`config.mk`:
```
export PLATFORM = sky130hd
export DESIGN_NAME = ppp_port
export DESIGN_NICKNAME = d
export VERILOG_FILES = /design/src/shared/ppp_pkg.sv /design/src/verilog/ppp_port.sv /design/src/verilog/ppp_pin_cell.sv
export SDC_FILE = /design/constraint.sdc
export NUM_CORES = 1
export LEC_CHECK = 0
export ABC_AREA = 1
export BUFFER_PORTS_ARGS = -buffer_cell sky130_fd_sc_hd__buf_2
export CAP_MARGIN = 20
export CORE_AREA = 2 2 115 201
export CTS_BUF_LIST = sky130_fd_sc_hd__clkbuf_4 sky130_fd_sc_hd__clkbuf_8
export DETAILED_ROUTE_END_ITERATION = 16
export DIE_AREA = 0 0 117 203
export GPL_ROUTABILITY_DRIVEN = 0
export PLACE_DENSITY = 0.84
export RECOVER_POWER = 25
export SLEW_MARGIN = 20
export SYNTH_ARGS = -nofsm -noshare
export SYNTH_HDL_FRONTEND = slang
export SYNTH_SLANG_ARGS = --single-unit
export TNS_END_PERCENT = 100
```
`constraint.sdc`:
```
create_clock -name mclk_i -period 24.6 [get_ports mclk_i]
set_input_delay 3.69 -clock mclk_i [delete_from_list [all_inputs] [get_ports mclk_i]]
set_output_delay 3.69 -clock mclk_i [all_outputs]
set_load 0.05 [all_outputs]
```
`src/shared/ppp_pkg.sv`:
```
// Purpose: constants for the programmable pin port
// Assumes: 32 pins, 16-bit registers, word-indexed map
// Notes:   byte address of a register is four times its index
// Functional notes
// mode/direction pair selects one of four functions
// outputs drive data bit, inputs capture pin
// low registers pins 0-15, high 16-31
// data registers have no defined reset value
// low direction register resets to fc0f
// high direction register resets to ffff
// low mode register resets to 0000
// high mode register resets to 0000
// every pin starts normal or pulled input
// pullable pins use pull-up when pulled input
// pin 6 uses pull-down when pulled input; the code also pulls pin 1 down (PULL_DOWN_MASK 0x42)
// strap low at reset: pins 26,29 normal
// software emulates open drain via direction bit
// input levels pass two-stage synchroniser first
package ppp_pkg;

	// ==========================================================
	// sizes
	localparam int PIN_COUNT = 32;
	localparam int HALF_W    = 16;

	// ==========================================================
	// register indices, byte address is index times four
	localparam logic [6:0] IDX_MODE_LO  = 7'h70;
	localparam logic [6:0] IDX_DIR_LO   = 7'h72;
	localparam logic [6:0] IDX_LEVEL_LO = 7'h74;
	localparam logic [6:0] IDX_MODE_HI  = 7'h76;
	localparam logic [6:0] IDX_DIR_HI   = 7'h78;
	localparam logic [6:0] IDX_LEVEL_HI = 7'h7a;

	// ==========================================================
	// reset values
	localparam logic [15:0] RST_MODE_LO = 16'h0000;
	localparam logic [15:0] RST_MODE_HI = 16'h0000;
	localparam logic [15:0] RST_DIR_LO  = 16'hfc0f;
	localparam logic [15:0] RST_DIR_HI  = 16'hffff;

	// ==========================================================
	// pin attributes
	localparam logic [31:0] PULL_DOWN_MASK = 32'h0000_0042;
	localparam logic [15:0] STRAP_HI_MASK  = 16'h2400;

endpackage

```
`src/verilog/ppp_port.sv`:
```
// Purpose: 32-pin programmable port with Wishbone registers
// Assumes: classic Wishbone, 16-bit registers in low data bits
// Notes:   pin and peripheral signals per pin, outputs registered
`timescale 1ns/1ps
module ppp_port (
	// clock and reset
	input  wire logic        mclk_i,
	input  wire logic        rst_i,
	// wishbone slave
	input  wire logic        wb_cyc_i,
	input  wire logic        wb_stb_i,
	input  wire logic        wb_we_i,
	input  wire logic [8:0]  wb_adr_i,
	input  wire logic [3:0]  wb_sel_i,
	input  wire logic [31:0] wb_dat_i,
	output logic      [31:0] wb_dat_o,
	output logic             wb_ack_o,
	// reset strap
	input  wire logic        aden_strap_n_i,
	// peripheral functions
	input  wire logic [31:0] periph_out_i,
	input  wire logic [31:0] periph_oe_n_i,
	output logic      [31:0] periph_in_o,
	// pins
	input  wire logic [31:0] pin_in_i,
	output logic      [31:0] pin_out_o,
	output logic      [31:0] pin_oe_n_o,
	output logic      [31:0] pull_up_o,
	output logic      [31:0] pull_down_o
);

	// ==========================================================
	// state
	logic [15:0] mode_lo;
	logic [15:0] mode_hi;
	logic [15:0] dir_lo;
	logic [15:0] dir_hi;
	logic [31:0] level;
	logic        strap_done;
	logic [15:0] next_mode_lo;
	logic [15:0] next_mode_hi;
	logic [15:0] next_dir_lo;
	logic [15:0] next_dir_hi;
	logic [31:0] next_level;
	logic        next_strap_done;
	logic [31:0] next_dat;
	logic        next_ack;
	logic [31:0] mode_all;
	logic [31:0] dir_all;
	logic [31:0] pin_sync;
	logic [31:0] wr_level;
	logic        req_new;
	logic        wr;
	logic [6:0]  idx;

	localparam logic [6:0]  IDX_MODE_LO_C  = ppp_pkg::IDX_MODE_LO;
	localparam logic [6:0]  IDX_MODE_HI_C  = ppp_pkg::IDX_MODE_HI;
	localparam logic [6:0]  IDX_DIR_LO_C   = ppp_pkg::IDX_DIR_LO;
	localparam logic [6:0]  IDX_DIR_HI_C   = ppp_pkg::IDX_DIR_HI;
	localparam logic [6:0]  IDX_LEVEL_LO_C = ppp_pkg::IDX_LEVEL_LO;
	localparam logic [6:0]  IDX_LEVEL_HI_C = ppp_pkg::IDX_LEVEL_HI;
	localparam logic [15:0] STRAP_HI_MASK_C = ppp_pkg::STRAP_HI_MASK;

	assign mode_all = {mode_hi, mode_lo};
	assign dir_all  = {dir_hi, dir_lo};
	assign req_new  = wb_cyc_i & wb_stb_i & ~wb_ack_o;
	assign wr       = req_new & wb_we_i;
	assign idx      = wb_adr_i[8:2];

	// ==========================================================
	// byte-lane merge
	function automatic logic [15:0] merge(
		input logic [15:0] old,
		input logic [15:0] wdat,
		input logic [1:0]  sel
	);
		logic [15:0] res;
		res = old;
		if (sel[0])
			res[7:0] = wdat[7:0];
		if (sel[1])
			res[15:8] = wdat[15:8];
		return res;
	endfunction

	// ==========================================================
	// register next values
	always_comb
	begin
		next_mode_lo    = mode_lo;
		next_mode_hi    = mode_hi;
		next_dir_lo     = dir_lo;
		next_dir_hi     = dir_hi;
		next_strap_done = 1'b1;
		wr_level        = level;
		if (wr)
		begin
			unique case (idx)
				IDX_MODE_LO_C:
					next_mode_lo = merge(mode_lo, wb_dat_i[15:0],
						wb_sel_i[1:0]);
				IDX_MODE_HI_C:
					next_mode_hi = merge(mode_hi, wb_dat_i[15:0],
						wb_sel_i[1:0]);
				IDX_DIR_LO_C:
					next_dir_lo = merge(dir_lo, wb_dat_i[15:0],
						wb_sel_i[1:0]);
				IDX_DIR_HI_C:
					next_dir_hi = merge(dir_hi, wb_dat_i[15:0],
						wb_sel_i[1:0]);
				IDX_LEVEL_LO_C:
					wr_level[15:0] = merge(level[15:0],
						wb_dat_i[15:0], wb_sel_i[1:0]);
				IDX_LEVEL_HI_C:
					wr_level[31:16] = merge(level[31:16],
						wb_dat_i[15:0], wb_sel_i[1:0]);
				default:
				begin
					next_mode_lo = mode_lo;
				end
			endcase
		end
		if (!strap_done && !aden_strap_n_i)
			next_dir_hi = next_dir_hi & ~STRAP_HI_MASK_C;
		// inputs capture the pin, others keep written data
		next_level = (dir_all & pin_sync) | (~dir_all & wr_level);
	end

	// ==========================================================
	// configuration registers
	always_ff @(posedge mclk_i or posedge rst_i)
	begin
		if (rst_i)
		begin
			mode_lo    <= ppp_pkg::RST_MODE_LO;
			mode_hi    <= ppp_pkg::RST_MODE_HI;
			dir_lo     <= ppp_pkg::RST_DIR_LO;
			dir_hi     <= ppp_pkg::RST_DIR_HI;
			strap_done <= 1'b0;
		end
		else
		begin
			mode_lo    <= next_mode_lo;
			mode_hi    <= next_mode_hi;
			dir_lo     <= next_dir_lo;
			dir_hi     <= next_dir_hi;
			strap_done <= next_strap_done;
		end
	end

	// ==========================================================
	// data register, deliberately without reset
	always_ff @(posedge mclk_i)
	begin
		level <= next_level;
	end

	// ==========================================================
	// bus answer
	always_comb
	begin
		next_ack = req_new;
		next_dat = 32'h0000_0000;
		if (req_new && !wb_we_i)
		begin
			unique case (idx)
				IDX_MODE_LO_C:
					next_dat[15:0] = mode_lo;
				IDX_MODE_HI_C:
					next_dat[15:0] = mode_hi;
				IDX_DIR_LO_C:
					next_dat[15:0] = dir_lo;
				IDX_DIR_HI_C:
					next_dat[15:0] = dir_hi;
				IDX_LEVEL_LO_C:
					next_dat[15:0] = level[15:0];
				IDX_LEVEL_HI_C:
					next_dat[15:0] = level[31:16];
				default:
					next_dat = 32'h0000_0000;
			endcase
		end
	end

	always_ff @(posedge mclk_i or posedge rst_i)
	begin
		if (rst_i)
		begin
			wb_ack_o <= 1'b0;
			wb_dat_o <= 32'h0000_0000;
		end
		else
		begin
			wb_ack_o <= next_ack;
			wb_dat_o <= next_dat;
		end
	end

	// ==========================================================
	// pin cells
	genvar gi;
	generate
		for (gi = 0; gi < ppp_pkg::PIN_COUNT; gi++)
		begin : g_pin
			ppp_pin_cell #(
				.PULL_DOWN (ppp_pkg::PULL_DOWN_MASK[gi])
			) ppp_pin_cell_inst (
				.mclk_i        (mclk_i),
				.rst_i         (rst_i),
				.mode_i        (mode_all[gi]),
				.dir_i         (dir_all[gi]),
				.level_i       (level[gi]),
				.periph_out_i  (periph_out_i[gi]),
				.periph_oe_n_i (periph_oe_n_i[gi]),
				.pin_in_i      (pin_in_i[gi]),
				.pin_out_o     (pin_out_o[gi]),
				.pin_oe_n_o    (pin_oe_n_o[gi]),
				.pull_up_o     (pull_up_o[gi]),
				.pull_down_o   (pull_down_o[gi]),
				.pin_sync_o    (pin_sync[gi])
			);
		end
	endgenerate

	assign periph_in_o = pin_sync;

	// ==========================================================
	// checks
	logic [1:0] warm;
	logic [31:0] out_mask;
	logic [31:0] pull_mask;
	logic [31:0] norm_mask;

	assign out_mask  = mode_all & ~dir_all;
	assign pull_mask = ~mode_all & dir_all;
	assign norm_mask = ~mode_all & ~dir_all;

	always_ff @(posedge mclk_i or posedge rst_i)
	begin
		if (rst_i)
			warm <= 2'b00;
		else if (warm != 2'b11)
			warm <= warm + 2'b01;
	end
endmodule

```
`src/verilog/ppp_pin_cell.sv`:
```
// Purpose: one pin: function decode, drive, pull and synchroniser
// Assumes: pin input asynchronous to mclk_i
// Notes:   all outputs registered
`timescale 1ns/1ps
module ppp_pin_cell #(
	parameter bit PULL_DOWN = 1'b0
) (
	// clock and reset
	input  wire logic mclk_i,
	input  wire logic rst_i,
	// configuration
	input  wire logic mode_i,
	input  wire logic dir_i,
	input  wire logic level_i,
	// peripheral side
	input  wire logic periph_out_i,
	input  wire logic periph_oe_n_i,
	// pin side
	input  wire logic pin_in_i,
	output logic      pin_out_o,
	output logic      pin_oe_n_o,
	output logic      pull_up_o,
	output logic      pull_down_o,
	output logic      pin_sync_o
);

	logic meta;
	logic next_pin_out;
	logic next_pin_oe_n;
	logic next_pull_up;
	logic next_pull_down;

	// ==========================================================
	// function decode
	always_comb
	begin
		next_pin_out   = 1'b0;
		next_pin_oe_n  = 1'b1;
		next_pull_up   = 1'b0;
		next_pull_down = 1'b0;
		unique case ({mode_i, dir_i})
			2'b00:
			begin
				next_pin_out  = periph_out_i;
				next_pin_oe_n = periph_oe_n_i;
			end
			2'b01:
			begin
				next_pull_up   = ~PULL_DOWN;
				next_pull_down = PULL_DOWN;
			end
			2'b10:
			begin
				next_pin_out  = level_i;
				next_pin_oe_n = 1'b0;
			end
			2'b11:
			begin
				next_pin_oe_n = 1'b1;
			end
		endcase
	end

	// ==========================================================
	// registers and synchroniser
	always_ff @(posedge mclk_i or posedge rst_i)
	begin
		if (rst_i)
		begin
			pin_out_o   <= 1'b0;
			pin_oe_n_o  <= 1'b1;
			pull_up_o   <= 1'b0;
			pull_down_o <= 1'b0;
			meta        <= 1'b0;
			pin_sync_o  <= 1'b0;
		end
		else
		begin
			pin_out_o   <= next_pin_out;
			pin_oe_n_o  <= next_pin_oe_n;
			pull_up_o   <= next_pull_up;
			pull_down_o <= next_pull_down;
			meta        <= pin_in_i;
			pin_sync_o  <= meta;
		end
	end

endmodule

```
Word-level counts from Yosys, hierarchy flattened:

Cells that the tools add are included.
W data, S select, Z words.

* logic and storage cells: 407
* register bits: 290
* input port bits: 147

* bitwise operators: 8
* equality and inequality tests: 70
* multiplexer cells: 110
* reduce and logical (&&, ||, !) cells: 47

Operators with widths (count)
* $pmux W1 S2: 64
* $pmux W16 S6: 1
* $mux W16: 5
* $and A32 B32 Y32: 2
* $eq A2 B1 Y1 const B: 32
* $eq A2 B2 Y1 const B: 32
* $logic_not A2 Y1: 32
* $mux W8: 6
* $eq A7 B7 Y1 const B: 6
* $mux W1: 32
* $mux W32: 1
* $not A32 Y32: 1
* $or A32 B32 Y32: 1
* $reduce_and A3 Y1: 7
* $mux W14: 1
* $reduce_bool A2 Y1: 3
* $and A1 B1 Y1: 3
* $logic_not A1 Y1: 3
* $logic_and A1 B1 Y1: 2
* $not A1 Y1: 1

Depth between registers and ports, before layout:

* word-level depth: 6
* gate-level depth with buffers: 9

Modules after synthesis:

From an unflattened synthesis, not the netlist that was laid out.

* cells, all modules: 1197
* area total of the unflattened synthesis: 11448.5 um^2

Modules (own cells, without submodules)
* ppp_port: area each 5843.1 um^2, cells each 685, instances 1, sequential area each 3045.4 um^2
* ppp_pin_cell: area each 175.2 um^2, cells each 16, instances 32, sequential area each 126.4 um^2

Worst setup path before layout:

Ideal clock, no wire load.

* path kind: input to register
* from: input port wb_adr_i[2]
* to: register with a tool-made name
* setup time: 0.292 ns
* setup slack: 19.838 ns
* data arrival time: 4.470 ns
* stages on the path: 7
* path through: inv_2 nand2_4 nor2_4 nand2_2 nor2_4 inv_2 nand2_1

RTL lines
* start, declared: RTL line ppp_port.sv:13 `input wire logic [8:0] wb_adr_i,`

==> impl_metrics.tcl <==
set metrics [dict create \
    status "finished with violations" \
    violations "capacitance limit, slew limit" \
    die_w_um 117 \
    final_cells 1709 \
    root_buffer "clkbuf_8" \
    skew_ns 0.0170 \
    syn_area_um2 12000 \
    synth-seq-cells 274 \
    cts_buffers 40 \
    crit_required_ns 25.15 \
    boundaryPins 340 \
    worst_path_largest_cell_delay_ns 2.39 \
    seqCellArea_um2 7090 \
    synth_area_per_cell_um2 9.80 \
    power.density_nw_per_um2 73.2 \
    crit_chain "buf_2 > clkinvlp_2 > buf_4" \
    path_buf_inv 3 \
    ys_seq_area_share_pct 59.2 \
    cts_resized 0 \
    cts_hold_buf 0 \
    firstDrtPassIters 5 \
    place_hpwl_um 19700 \
    cp_max_fo 102 \
    path_class "in2async" \
    fin_tns_setup_ns 0 \
    core_area_um2 22100 \
    ir_drop_uv 66.6 \
    cts.path.max_buffers 3 \
    worstHoldPathCells 0 \
    fin_nets 1529 \
    hold_class "reg2reg" \
    pre_cts_slack_ns 18.81 \
    post_cts_buffers 0 \
    p_leak_nw 6.87 \
    die_area_um2 23800 \
    period_share_pct 27.4 \
    cts_sinks 274 \
    start_util_pct 54.3 \
    r2r-start "wb_ack_o$_DFF_PP0_" \
    io_buffers 271 \
    antenna_found_initial 2 \
    slowest_stage "clkinvlp_2" \
    dpl.cell_count 1635 \
    final.setup.worst_slack_ns 17.85 \
    multi_input_area_um2 3180 \
    cts-htree-levels 2 \
    synthToLayoutAreaGrowth_pct 10.7 \
    hold_viol 0 \
    whs_endpoint "g_pin[23].ppp_pin_cell_inst.pin_sync_o$_DFF_PP0_" \
    worst_pin_slew_ns 4.31 \
    start_kind "primary input" \
    grt.total_usage_pct 24.5 \
    die_h_um 203 \
    nFillCells 1807 \
    timing.fmax_ghz 0.148 \
    total_power_mw 0.971 \
    syn_inst 1223 \
    rsz0062_at_grt "no" \
    wl_per_cell_um 16.9 \
    synth_cell_type_count 25 \
    setup_viol 0 \
    grt_pass1_wl_um 43500 \
    path_delay_family "buffers and inverters" \
    maxSlewViolCount 103 \
    drc_errors 0 \
    gr-total-overflow 0 \
    relSlewSlack_pct -189 \
    num_vias 8601 \
    grt_start_max_net_pins 103 \
    critical_path_arrival_ns 7.30 \
    whs_ns 0.336 \
    drive_gt1_share_pct 30.9 \
    clk_pin_slew_ns 0.07 \
    worstHoldStart "g_pin[23].ppp_pin_cell_inst.meta$_DFF_PP0_" \
    grt_pass1_vias 8565 \
    rows 72 \
    clk_latency_ns 0.55 \
    yosys_warnings 0 \
    vias_per_cell 5.03 \
    detail-route-antenna-nets 0 \
    cts_tree "built" \
    drt_iter0_drc 602 \
    routed_wl_um 28800 \
    r2r_cells 7 \
    cap_violations 1 \
    fin_crit_ns 6.75 \
    r2r_slack_ns 22.61 \
    worstSetupEndpointType "async pin" \
]
==> logic make-up (layout without fill, tap and decap cells) <==
family	count (synthesis)	count (layout)	share of synthesized area (%)
simple gates	539	539	19.8
buf+inv	298	440	15.8
flops	274	274	59.2
compound gates	110	110	5.16
other cells	2	50	0.0627
==> layout make-up <==
class                   count  share of cell area [%]
repair buffers            275                    10.5
well taps                 296                    2.79
flip-flops and latches    274                    53.4
clock inverters            14                    1.10
multi-input cells         698                    24.0
diodes                      1                  0.0189
clock buffers              58                    5.55
inverters                  93                    2.64
==> stage by stage <==
step / utilization, % / area [µm²]
finish: 60.1 / 13300
global route: 60.1 / 13300
CTS: 60.1 / 13300
detailed placement: 56.1 / 12400
global placement: 56.1 / 12400
floorplan: - / 12200
==> routing by layer <==
metal / GRT usage [%] / wire, µm
met1: 26.0 / 9600
met2: 43.5 / 15400
met3: 5.64 / 2250
met4: 13.8 / 1590
met5: 0 / 13
==> worst max-delay path by stage <==
stage | start | to | slack, ns | cells past startpoint
2_1_floorplan | rst_i | dir_lo[4]$_DFFE_PP0P_ | 14.36 | 1
3_3_place_gp | wb_adr_i[2] | flop | 18.85 | 8
3_5_place_dp | wb_adr_i[2] | flop | 18.81 | 8
4_1_cts | wb_adr_i[2] | flop | 19.39 | 8
5_1_grt | rst_i | g_pin[31].ppp_pin_cell_inst.pull_up_o$_DFF_PP0_ | 17.07 | 3
6_report | rst_i | g_pin[15].ppp_pin_cell_inst.pin_sync_o$_DFF_PP0_ | 17.85 | 3
==> power breakdown <==
group | switching (mW) | total, mW | internal, mW
sequential | 0.00616 | 0.479 | 0.473
combinational | 0.0795 | 0.0981 | 0.0186
clock | 0.170 | 0.394 | 0.225
==> cells in the mapped netlist (all sizes together) <==
cell	count	area share [%]
or2	2	0.10
inv	93	2.9
conb	2	0.063
edfxtp	32	8.0
dfstp	58	13
nor2	142	4.9
nand3	131	5.6
o21ai	110	5.2
buf	205	13
nand4	17	0.89
nor3	5	0.42
nand2	242	7.9
dfrtp	184	38
==> layout by cell type, fill, tap and decap left out, types with 4 or more instances in the layout <==
| cell | instances |
|---|---|
| o21ai_2 | 18 |
| inv_2 | 7 |
| o21ai_0 | 44 |
| nand3_1 | 129 |
| nor2_2 | 4 |
| nor2_1 | 132 |
| nand2_1 | 229 |
| conb_1 | 49 |
| nor3_2 | 5 |
| dfstp_2 | 32 |
| dfstp_1 | 26 |
| nand2_2 | 11 |
| clkinv_2 | 9 |
| clkbuf_4 | 10 |
| o21ai_1 | 48 |
| inv_1 | 85 |
| dfrtp_1 | 184 |
| nor2_4 | 6 |
| clkbuf_8 | 48 |
| nand4_1 | 17 |
| edfxtp_1 | 32 |
| buf_2 | 271 |
(Power assumes the default switching activity.)
